--- src/tsst_pkg.sv ---
// Package for the trigger settings state tracker
package tsst_pkg;
  // Register byte offsets
  localparam logic [7:0] OFF_POSITION = 8'h00;
  localparam logic [7:0] OFF_HOLDOFF = 8'h04;
  localparam logic [7:0] OFF_CONTROL = 8'h08;
  localparam logic [7:0] OFF_LEVEL = 8'h0C;
  localparam logic [7:0] OFF_LEVEL_RANGE = 8'h10;
  localparam logic [7:0] OFF_STATE = 8'h14;
  localparam logic [7:0] OFF_STATE_CLEAR = 8'h18;
  localparam logic [7:0] OFF_VIDEO = 8'h1C;
  localparam logic [7:0] OFF_IRQ_STATUS = 8'h20;
  localparam logic [7:0] OFF_IRQ_CLEAR = 8'h24;
  localparam logic [7:0] OFF_IRQ_ENABLE = 8'h28;
  localparam logic [7:0] OFF_PRETRIG = 8'h2C;
  // Position limits and record geometry
  localparam logic [4:0] POS_MIN = 5'h01;
  localparam logic [4:0] POS_MAX = 5'h1F;
  localparam logic [4:0] POS_RESET = 5'h10;
  localparam logic [10:0] RECORD_LAST = 11'h3FF;
  localparam int POS_SHIFT = 5;
  // Holdoff in sixteenths: 0..100*16
  localparam logic [10:0] HOLD_MAX = 11'h640;
  localparam logic [10:0] HOLD_MIN = 11'h000;
  // Level limits in sixteenth divisions
  localparam logic signed [15:0] LVL_CH_LIM = 16'sh0120;
  localparam logic signed [15:0] LVL_OTHER_LIM = 16'sh0090;
  // Interrupt status bits
  localparam int IRQ_WARN = 0;
  localparam int IRQ_ERR = 1;
  localparam int IRQ_AUTO = 2;
  localparam int IRQ_W = 3;
  // Control register fields
  localparam int CTL_SEL = 0;
  localparam int CTL_WARN_EN = 1;
  localparam int CTL_ERR_EN = 2;
  localparam int CTL_AUTO = 3;
  localparam int CTL_RATE_LSB = 8;
  // Trigger states, least to most advanced
  typedef enum logic [2:0] {
    ST_ARMED = 3'b000,
    ST_READY = 3'b001,
    ST_MAIN_TRIGGERED = 3'b010,
    ST_DELAYED_TRIGGERED = 3'b011,
    ST_SAVED = 3'b100
  } tsst_state_type;
  // Field choices
  typedef enum logic [1:0] {
    FC_FIELD_ONE = 2'b00,
    FC_FIELD_TWO = 2'b01,
    FC_ALTERNATE = 2'b10,
    FC_LINE_SELECT = 2'b11
  } tsst_field_type;
  // Status inputs from the acquisition system
  typedef struct packed {
    logic ready;
    logic main_triggered;
    logic delayed_triggered;
    logic saved;
  } tsst_acq_type;
  // Auto-level result
  typedef struct packed {
    logic valid;
    logic signed [15:0] min_level;
    logic signed [15:0] max_level;
  } tsst_level_autoset_type;
endpackage

--- src/tsst_top.sv ---
// Trigger settings state tracker with AHB-Lite register slave
// Function
// - pretrigger N*32, post 1023-N*32 samples
// - position clamped 1..31, warn if enabled
// - holdoff 0..100 in sixteenth steps
// - holdoff clamped to boundary, warn request
// - timebase change resets holdoff minimum
// - select bit steers level and source
// - report min/max only after level_autoset
// - repeat level_autoset selection forces recompute
// - state holds most advanced since clear
// - state clear returns to armed
// - video setting without option ignored, error
// - interlaced four choices, progressive two
// - interlace indicator reflects detected input
// - level limited 18 or 9 divisions
// - ready allows manual trigger force
//
// The AHB-Lite slave port and the register offsets were left to the implementer.
`timescale 1ns/1ps
module tsst_top (
  input wire logic hclk, // Bus clock
  input wire logic hresetn, // Async reset, active low
  input wire logic hsel, // Slave select
  input wire logic [7:0] haddr, // Byte address
  input wire logic [1:0] htrans, // Transfer type
  input wire logic hwrite, // Write flag
  input wire logic [2:0] hsize, // Transfer size
  input wire logic [31:0] hwdata, // Write data
  input wire logic hready, // Bus ready
  output logic [31:0] hrdata, // Read data
  output logic hreadyout, // Slave ready
  output logic hresp, // Response, always OKAY
  input wire tsst_pkg::tsst_acq_type acq, // Acquisition progress
  input wire tsst_pkg::tsst_level_autoset_type auto_res, // Level_autoset result
  input wire logic video_present, // Video option fitted
  input wire logic video_interlaced, // Detected interlaced input
  output logic [9:0] pretrig_count, // Samples before trigger
  output logic [9:0] posttrig_count, // Samples after trigger
  output logic [10:0] holdoff_out, // Holdoff, sixteenths
  output logic trigger_select_out, // 0 main, 1 delayed
  output logic signed [15:0] main_level_eff, // Effective main level
  output logic signed [15:0] delayed_level_eff, // Effective delayed
  output logic level_autoset_start, // Level_autoset cycle pulse
  output logic manual_trigger, // Forced trigger pulse
  output logic [1:0] field_choice_out, // Active field choice
  output logic irq // Interrupt level
);
  logic addr_valid_reg;
  logic write_reg;
  logic [7:0] addr_reg;
  logic wr_en;
  logic rd_en;
  logic [4:0] position_reg;
  logic [10:0] holdoff_reg;
  logic [3:0] control_reg;
  logic [7:0] rate_reg;
  logic signed [15:0] main_level_reg;
  logic signed [15:0] delayed_level_reg;
  logic main_src_ch_reg;
  logic delayed_src_ch_reg;
  logic signed [15:0] min_reg;
  logic signed [15:0] max_reg;
  logic range_valid_reg;
  tsst_pkg::tsst_state_type state_reg;
  tsst_pkg::tsst_state_type state_next;
  tsst_pkg::tsst_field_type ifield_reg;
  tsst_pkg::tsst_field_type pfield_reg;
  logic [tsst_pkg::IRQ_W-1:0] irq_status_reg;
  logic [tsst_pkg::IRQ_W-1:0] irq_enable_reg;
  logic [tsst_pkg::IRQ_W-1:0] irq_set;
  logic warn_req;
  logic err_req;
  logic auto_req;
  logic signed [31:0] wsig;
  logic signed [15:0] lvl_in;

  // Address phase capture
  always_ff @(posedge hclk or negedge hresetn) begin
    if (!hresetn) begin
      addr_valid_reg <= 1'b0;
      write_reg <= 1'b0;
      addr_reg <= 8'h00;
    end else if (hready) begin
      addr_valid_reg <= hsel & htrans[1];
      write_reg <= hwrite;
      addr_reg <= haddr;
    end
  end

  assign wr_en = addr_valid_reg & write_reg;
  assign rd_en = hsel & htrans[1] & ~hwrite & hready;
  assign wsig = hwdata;
  assign lvl_in = hwdata[15:0];

  // Zero-wait slave, always OKAY
  always_ff @(posedge hclk or negedge hresetn) begin
    if (!hresetn) begin
      hreadyout <= 1'b1;
      hresp <= 1'b0;
    end else begin
      hreadyout <= 1'b1;
      hresp <= 1'b0;
    end
  end

  // Position register
  always_ff @(posedge hclk or negedge hresetn) begin
    if (!hresetn) begin
      position_reg <= tsst_pkg::POS_RESET;
    end else if (wr_en && addr_reg == tsst_pkg::OFF_POSITION) begin
      if (wsig < $signed({27'h0, tsst_pkg::POS_MIN}))
        position_reg <= tsst_pkg::POS_MIN;
      else if (wsig > $signed({27'h0, tsst_pkg::POS_MAX}))
        position_reg <= tsst_pkg::POS_MAX;
      else
        position_reg <= hwdata[4:0];
    end
  end

  // Holdoff register and timebase reset
  always_ff @(posedge hclk or negedge hresetn) begin
    if (!hresetn) begin
      holdoff_reg <= tsst_pkg::HOLD_MIN;
    end else if (wr_en && addr_reg == tsst_pkg::OFF_CONTROL &&
                 hwdata[tsst_pkg::CTL_RATE_LSB +: 8] != rate_reg) begin
      holdoff_reg <= tsst_pkg::HOLD_MIN;
    end else if (wr_en && addr_reg == tsst_pkg::OFF_HOLDOFF) begin
      if (wsig < 0)
        holdoff_reg <= tsst_pkg::HOLD_MIN;
      else if (wsig > $signed({21'h0, tsst_pkg::HOLD_MAX}))
        holdoff_reg <= tsst_pkg::HOLD_MAX;
      else
        holdoff_reg <= hwdata[10:0];
    end
  end

  // Warning request from clamped settings
  // warning on clamp
  always_comb begin
    warn_req = 1'b0;
    if (wr_en && addr_reg == tsst_pkg::OFF_POSITION &&
        (wsig < $signed({27'h0, tsst_pkg::POS_MIN}) ||
         wsig > $signed({27'h0, tsst_pkg::POS_MAX})))
      warn_req = control_reg[tsst_pkg::CTL_WARN_EN];
    if (wr_en && addr_reg == tsst_pkg::OFF_HOLDOFF &&
        (wsig < 0 || wsig > $signed({21'h0, tsst_pkg::HOLD_MAX})))
      warn_req = control_reg[tsst_pkg::CTL_WARN_EN];
  end

  // Control: select, report enables, level_autoset mode, rate
  always_ff @(posedge hclk or negedge hresetn) begin
    if (!hresetn) begin
      control_reg <= 4'h0;
      rate_reg <= 8'h00;
    end else if (wr_en && addr_reg == tsst_pkg::OFF_CONTROL) begin
      control_reg <= hwdata[3:0];
      rate_reg <= hwdata[tsst_pkg::CTL_RATE_LSB +: 8];
    end
  end

  assign auto_req = wr_en && addr_reg == tsst_pkg::OFF_CONTROL &&
                    hwdata[tsst_pkg::CTL_AUTO] &&
                    control_reg[tsst_pkg::CTL_AUTO];

  // Level_autoset start pulse and range capture
  always_ff @(posedge hclk or negedge hresetn) begin
    if (!hresetn) begin
      level_autoset_start <= 1'b0;
      range_valid_reg <= 1'b0;
      min_reg <= 16'sh0000;
      max_reg <= 16'sh0000;
    end else begin
      level_autoset_start <= auto_req;
      if (auto_req || !control_reg[tsst_pkg::CTL_AUTO])
        range_valid_reg <= 1'b0;
      else if (auto_res.valid) begin
        range_valid_reg <= 1'b1;
        min_reg <= auto_res.min_level;
        max_reg <= auto_res.max_level;
      end
    end
  end

  // Trigger level settings and sources
  always_ff @(posedge hclk or negedge hresetn) begin
    if (!hresetn) begin
      main_level_reg <= 16'sh0000;
      delayed_level_reg <= 16'sh0000;
      main_src_ch_reg <= 1'b1;
      delayed_src_ch_reg <= 1'b1;
    end else if (wr_en && addr_reg == tsst_pkg::OFF_LEVEL) begin
      if (control_reg[tsst_pkg::CTL_SEL]) begin
        delayed_level_reg <= lvl_in;
        delayed_src_ch_reg <= hwdata[16];
      end else begin
        main_level_reg <= lvl_in;
        main_src_ch_reg <= hwdata[16];
      end
    end
  end

  // Limit a level to the source's span
  function automatic logic signed [15:0] lim(
    input logic signed [15:0] v, input logic ch);
    logic signed [15:0] l;
    l = ch ? tsst_pkg::LVL_CH_LIM : tsst_pkg::LVL_OTHER_LIM;
    if (v > l) lim = l;
    else if (v < -l) lim = -l;
    else lim = v;
  endfunction

  always_ff @(posedge hclk or negedge hresetn) begin
    if (!hresetn) begin
      main_level_eff <= 16'sh0000;
      delayed_level_eff <= 16'sh0000;
    end else begin
      main_level_eff <= lim(main_level_reg, main_src_ch_reg);
      delayed_level_eff <= lim(delayed_level_reg, delayed_src_ch_reg);
    end
  end

  always_comb begin
    state_next = state_reg;
    if (acq.saved) state_next = tsst_pkg::ST_SAVED;
    else if (acq.delayed_triggered &&
             state_reg < tsst_pkg::ST_DELAYED_TRIGGERED)
      state_next = tsst_pkg::ST_DELAYED_TRIGGERED;
    else if (acq.main_triggered &&
             state_reg < tsst_pkg::ST_MAIN_TRIGGERED)
      state_next = tsst_pkg::ST_MAIN_TRIGGERED;
    else if (acq.ready && state_reg < tsst_pkg::ST_READY)
      state_next = tsst_pkg::ST_READY;
  end

  // Trigger state variable
  always_ff @(posedge hclk or negedge hresetn) begin
    if (!hresetn) begin
      state_reg <= tsst_pkg::ST_ARMED;
    end else if (wr_en && addr_reg == tsst_pkg::OFF_STATE_CLEAR) begin
      state_reg <= tsst_pkg::ST_ARMED;
    end else begin
      state_reg <= state_next;
    end
  end

  always_ff @(posedge hclk or negedge hresetn) begin
    if (!hresetn) begin
      manual_trigger <= 1'b0;
    end else begin
      manual_trigger <= wr_en && addr_reg == tsst_pkg::OFF_STATE &&
                        hwdata[0] && state_reg == tsst_pkg::ST_READY;
    end
  end

  // Video field settings
  always_ff @(posedge hclk or negedge hresetn) begin
    if (!hresetn) begin
      ifield_reg <= tsst_pkg::FC_FIELD_ONE;
      pfield_reg <= tsst_pkg::FC_FIELD_ONE;
    end else if (wr_en && addr_reg == tsst_pkg::OFF_VIDEO &&
                 video_present) begin
      ifield_reg <= tsst_pkg::tsst_field_type'(hwdata[1:0]);
      if (hwdata[5:4] == tsst_pkg::FC_FIELD_ONE ||
          hwdata[5:4] == tsst_pkg::FC_LINE_SELECT)
        pfield_reg <= tsst_pkg::tsst_field_type'(hwdata[5:4]);
    end
  end

  assign err_req = wr_en && addr_reg == tsst_pkg::OFF_VIDEO &&
                   !video_present && control_reg[tsst_pkg::CTL_ERR_EN];

  // Active field choice
  always_ff @(posedge hclk or negedge hresetn) begin
    if (!hresetn) begin
      field_choice_out <= 2'h0;
    end else begin
      field_choice_out <= video_interlaced ? ifield_reg : pfield_reg;
    end
  end

  // Interrupt status, set wins over clear
  assign irq_set = {range_valid_reg == 1'b0 && auto_res.valid &&
                    control_reg[tsst_pkg::CTL_AUTO], err_req, warn_req};
  always_ff @(posedge hclk or negedge hresetn) begin
    if (!hresetn) begin
      irq_status_reg <= 3'h0;
      irq_enable_reg <= 3'h0;
      irq <= 1'b0;
    end else begin
      if (wr_en && addr_reg == tsst_pkg::OFF_IRQ_CLEAR)
        irq_status_reg <= (irq_status_reg & ~hwdata[2:0]) | irq_set;
      else
        irq_status_reg <= irq_status_reg | irq_set;
      if (wr_en && addr_reg == tsst_pkg::OFF_IRQ_ENABLE)
        irq_enable_reg <= hwdata[2:0];
      irq <= |(irq_status_reg & irq_enable_reg);
    end
  end

  always_ff @(posedge hclk or negedge hresetn) begin
    if (!hresetn) begin
      pretrig_count <= 10'h000;
      posttrig_count <= 10'h000;
      holdoff_out <= 11'h000;
      trigger_select_out <= 1'b0;
    end else begin
      pretrig_count <= 10'({position_reg, 5'h00});
      posttrig_count <= 10'(tsst_pkg::RECORD_LAST -
                            11'({position_reg, 5'h00}));
      holdoff_out <= holdoff_reg;
      trigger_select_out <= control_reg[tsst_pkg::CTL_SEL];
    end
  end

  // Read data mux
  always_ff @(posedge hclk or negedge hresetn) begin
    if (!hresetn) begin
      hrdata <= 32'h0000_0000;
    end else if (rd_en) begin
      unique case (haddr)
        tsst_pkg::OFF_POSITION: hrdata <= {27'h0, position_reg};
        tsst_pkg::OFF_HOLDOFF: hrdata <= {21'h0, holdoff_reg};
        tsst_pkg::OFF_CONTROL: hrdata <= {16'h0, rate_reg, 4'h0,
                                          control_reg};
        tsst_pkg::OFF_LEVEL: hrdata <= control_reg[tsst_pkg::CTL_SEL] ?
          {16'h0, delayed_level_reg} : {16'h0, main_level_reg};
        tsst_pkg::OFF_LEVEL_RANGE: hrdata <= range_valid_reg ?
          {max_reg, min_reg} : 32'h0000_0000;
        tsst_pkg::OFF_STATE: hrdata <= {29'h0, state_reg};
        tsst_pkg::OFF_VIDEO: hrdata <= {24'h0, video_interlaced,
          video_present, pfield_reg, 2'h0, ifield_reg};
        tsst_pkg::OFF_IRQ_STATUS: hrdata <= {29'h0, irq_status_reg};
        tsst_pkg::OFF_IRQ_ENABLE: hrdata <= {29'h0, irq_enable_reg};
        tsst_pkg::OFF_PRETRIG: hrdata <= {22'h0, pretrig_count};
        default: hrdata <= 32'h0000_0000;
      endcase
    end
  end

  // Assertions
  AST_POS_RANGE: assert property (@(posedge hclk) disable iff (!hresetn)
    position_reg >= tsst_pkg::POS_MIN && position_reg <= tsst_pkg::POS_MAX)
    else $error("position out of range");
  AST_HOLD_RANGE: assert property (@(posedge hclk) disable iff (!hresetn)
    holdoff_reg <= tsst_pkg::HOLD_MAX)
    else $error("holdoff out of range");
  AST_SPLIT: assert property (@(posedge hclk) disable iff (!hresetn)
    $past(hresetn) |-> pretrig_count + posttrig_count ==
    10'(tsst_pkg::RECORD_LAST))
    else $error("record split wrong");
  AST_RATE: assert property (@(posedge hclk) disable iff (!hresetn)
    $changed(rate_reg) |-> holdoff_reg == tsst_pkg::HOLD_MIN)
    else $error("holdoff not reset");
  AST_MONO: assert property (@(posedge hclk) disable iff (!hresetn)
    !(wr_en && addr_reg == tsst_pkg::OFF_STATE_CLEAR) |=>
    state_reg >= $past(state_reg))
    else $error("state regressed");
  AST_CLEAR: assert property (@(posedge hclk) disable iff (!hresetn)
    wr_en && addr_reg == tsst_pkg::OFF_STATE_CLEAR |=>
    state_reg == tsst_pkg::ST_ARMED)
    else $error("state not cleared");
  AST_VIDEO: assert property (@(posedge hclk) disable iff (!hresetn)
    wr_en && addr_reg == tsst_pkg::OFF_VIDEO && !video_present |=>
    $stable(ifield_reg) && $stable(pfield_reg))
    else $error("video write not ignored");
  AST_ERRIRQ: assert property (@(posedge hclk) disable iff (!hresetn)
    err_req |=> irq_status_reg[tsst_pkg::IRQ_ERR])
    else $error("error not flagged");
  AST_PFIELD: assert property (@(posedge hclk) disable iff (!hresetn)
    pfield_reg != tsst_pkg::FC_FIELD_TWO &&
    pfield_reg != tsst_pkg::FC_ALTERNATE)
    else $error("bad progressive field");
  AST_LEVEL: assert property (@(posedge hclk) disable iff (!hresetn)
    main_level_eff <= tsst_pkg::LVL_CH_LIM &&
    main_level_eff >= -tsst_pkg::LVL_CH_LIM)
    else $error("level not limited");
  AST_AUTO: assert property (@(posedge hclk) disable iff (!hresetn)
    auto_req |=> level_autoset_start ##1 !level_autoset_start)
    else $error("level_autoset pulse wrong");
  COV_CLAMP: cover property (@(posedge hclk) warn_req);
  COV_SAVE: cover property (@(posedge hclk)
    state_reg == tsst_pkg::ST_SAVED);
  COV_MAN: cover property (@(posedge hclk) manual_trigger);
  COV_AUTO: cover property (@(posedge hclk) level_autoset_start);
endmodule // tsst_top

--- config.mk ---
export PLATFORM = sky130hd
export DESIGN_NAME = tsst_top
export DESIGN_NICKNAME = d
export VERILOG_FILES = /design/src/tsst_pkg.sv /design/src/tsst_top.sv
export SDC_FILE = /design/constraint.sdc
export NUM_CORES = 1
export LEC_CHECK = 0
export BUFFER_PORTS_ARGS = -buffer_cell sky130_fd_sc_hd__clkbuf_2
export CORE_ASPECT_RATIO = 1.4
export CORE_UTILIZATION = 50
export DETAILED_ROUTE_END_ITERATION = 10
export GPL_TIMING_DRIVEN = 1
export PLACE_DENSITY = 0.89
export SYNTH_ARGS = -nofsm -noshare
export SYNTH_HDL_FRONTEND = slang
export SYNTH_SLANG_ARGS = --single-unit
--- constraint.sdc ---
create_clock -name hclk -period 2.54 [get_ports hclk]
set_clock_uncertainty 0.15 [all_clocks]
set_input_delay 0.127 -clock hclk [delete_from_list [all_inputs] [get_ports hclk]]
set_output_delay 0.127 -clock hclk [all_outputs]
set_load 0.02 [all_outputs]
==> reports/metrics.yaml <==
sta:
  setup_viol: 0
  hold_violations: 0
  maxSlewHeadroom: 0.433
  max_freq_ghz: 0.414
  rsz0062_at_grt: "no"
  slew_violations: 0
  setup_tns_ns: 0
  tightest_slew_ns: 0.851
  finalCritPeriodShare: 0.950
  min_period_ns: 2.41
yosys:
  ys_warn_count: 0
  synth_area_sq_um: 9460
  synth_edf_count: 0
  async_flop_share: 1.00
  syn_inst: 811
  synth_ff_type: "dfrtp_1"
  synth_seq_area_share: 0.556
  ys_ff_latch: 210
  synth_cell_type_count: 75
  postSynthAreaPerCell_sq_um: 11.7
floorplanning:
  core_sq_um: 18500
  die_area_sq_um: 19500
  io_pins: 192
  die_h_um: 165
  die_w_um: 118
  initial_utilization: 0.510
  std_cell_rows: 59
setup_path:
  timing.critical_path.fanout_max: 9
  r2r_cells: 10
  cp_cell_sequence: "inv_2 > ha_1 > o2111ai_1 > a21oi_1 > o21ai_0 > ha_1 > buf_4 > nand2_1 > o21ai_0 > mux2i_1"
  reg2reg_to: "main_level_eff[8]"
  crit_arrival_ns: 2.66
  r2r_start: "main_src_ch_reg"
  slowest_stage: "dfstp_2"
  end_kind: "flop"
  required_ns: 2.78
  crit_type: "reg2reg"
  cpPeakStageDelay_ns: 0.53
  crit_start: "main_src_ch_reg"
  cp-start-kind: "flop"
  r2r_setup_slack_ns: 0.13
layout:
  regMostFlops: "hrdata"
  finalNetCount: 1188
  fin_cells: 1338
  diodes: 0
  syn2layout_area_growth_pct: 28.9
  largest_reg_flops: 32
  drive_above_1_share: 0.305
grt:
  grt_pass1_vias: 7834
  grt_max_degree: 80
  grt_antenna_before_repair: 0
  grt_usage: 0.277
  grt_overflow: 0
  grt_pass1_wl_um: 41500
cts:
  clk_pin_slew_ns: 0.06
  clock-sinks: 210
  ctsHtreeMaxLevel: 1
  cts_tree: "done"
  cts_buffers: 20
  post_cts_buffers: 0
  root_buffer: "clkbuf_16"
  clock_latency_ns: 0.49
  cts_buffer_depth: 3
detailed_routing:
  viasPerCell: 5.79
  routedWlPerCell_um: 20.2
  wirelength_um: 27000
  drc: 0
  ant_nets: 0
  routed-via-count: 7741
  first_pass_iters: 6
  drt-initial-drc-count: 665
power:
  power_leakage_nw: 5.85
  power.share.sequential: 0.477
  sw_frac_of_total: 0.245
  powerDensity_nw_per_um2: 629
  intPower_w: 0.00579
  peakVddDrop_v: 0.000480
  p_sw_w: 0.00188
  clkPwrFrac: 0.414
  p_comb_frac: 0.109
outcome:
  status: "completed"
flow_run:
  cap_violations: 0
place:
  portBuffers: 180
  hpwl_um: 18300
  gp_congestion: 0.943
  placed_cells: 1219
min_path:
  holdCritPathClass: "in2async"
[metal layers]
metal / part of all wire / GRT usage / vias up / routed length (um)
met4: 0.063 / 0.182 / 0 / 1710
met2: 0.49 / 0.475 / 442 / 13400
met5: 0 / 0 / - / 0
li1: - / - / 3427 / -
met1: 0.37 / 0.326 / 3755 / 10000
met3: 0.071 / 0.0387 / 117 / 1920
[layout make-up]
cell class / count / area, sq um
inverters: 25 / 93.8
well taps: 244 / 305
clock buffers: 26 / 574
repair buffers: 294 / 2000
flip-flops and latches: 210 / 5260
multi-input cells: 529 / 3830
fillers: 1339 / 6340
clock inverters: 10 / 131
[cells in the final DEF, fill, tap and decap left out, types with 28 or more instances in the layout]
cell	count
mux2_2	61
dfrtp_1	207
buf_4	30
mux2_1	30
clkbuf_2	179
nand2_1	81
o21ai_0	31
dlygate4sd3_1	82
nor2_1	67
nand3_1	28
[synth_stat cells, drive strengths merged, types with 3 or more instances]
master	n	area, sq um
a22oi	3	22.5
and3	9	56.3
nor4b	9	97.6
nand2	81	304
dfstp	3	78.8
nor3b	10	80.1
a21oi	11	58.8
a31oi	4	25.0
inv	25	93.8
xor2	8	70.1
a221oi	10	87.6
a22o	11	96.3
mux2i	24	240
nor4	11	81.3
dfrtp	207	5180
a211oi	4	30.0
o21ai	39	199
a21o	5	37.5
clkbuf	21	110
a32oi	4	35.0
nor3	8	45.0
buf	33	211
o2bb2ai	6	52.6
nor2b	6	37.5
nand4	8	50.1
or4	7	52.6
nor2	69	269
ha	19	238
nand3	30	160
mux2	91	1020
[metrics by stage]
stage          worst slack (ns)  area (sq um)   util  power (W)  hold WS, ns
6_report                  0.127         12200  0.658    0.00767       0.0893
5_1_grt                 0.00161         12200  0.658    0.00792       0.0900
4_1_cts                  0.0962         12200  0.657    0.00765       0.0521
3_5_place_dp              0.106         10600  0.575    0.00441       0.0549
3_3_place_gp              0.178         10600  0.575    0.00438       0.0456
2_1_floorplan            0.0789          9480      -    0.00407       -0.319
[power groups by stage]
stage                     logic [W]  clock network [W]  registers, W
after floorplan            0.000340                  0       0.00373
after global placement     0.000686                  0       0.00370
after CTS                  0.000819            0.00319       0.00365
after global routing       0.000900            0.00335       0.00367
after detailed placement   0.000707                  0       0.00371
final                      0.000838            0.00317       0.00366
[worst max path at each step]
stage	end	slack (ns)	cells after the start
2_1_floorplan	main_level_eff[1]	0.08	9
3_3_place_gp	max_reg[5]	0.18	5
3_5_place_dp	max_reg[5]	0.11	5
4_1_cts	main_level_eff[8]	0.1	10
5_1_grt	delayed_level_eff[4]	0.002	9
6_report	main_level_eff[8]	0.13	10
[what timing repair did]
item / CTS / global route
hold buffers: 82 / 0
resized for setup: 0 / 5
hold endpoints to repair: 194 / 0
endpoints found under the setup margin: 0 / 29
[critical path: cells and delay by family, from the launching register on]
kind            cells  cell delay [ns]
simple gates        1             0.07
flops               1             0.53
buf+inv             2             0.25
mux                 1             0.20
fa+ha+maj           2             0.64
compound gates      4             0.48
[cells by family (layout without fill, tap and decap cells)]
logic type,after synthesis,count (layout),share of synthesized area
and+or+nand+nor,260,260,0.143
DFF,210,210,0.556
AOI/OAI and AO/OA,117,118,0.0872
muxes,116,116,0.136
buffers and inverters,79,355,0.0439
adders and majority gates,19,19,0.0251
xor gates and xnor gates,8,8,0.00741
other,2,8,0.000794
(Power assumes the default switching activity.)
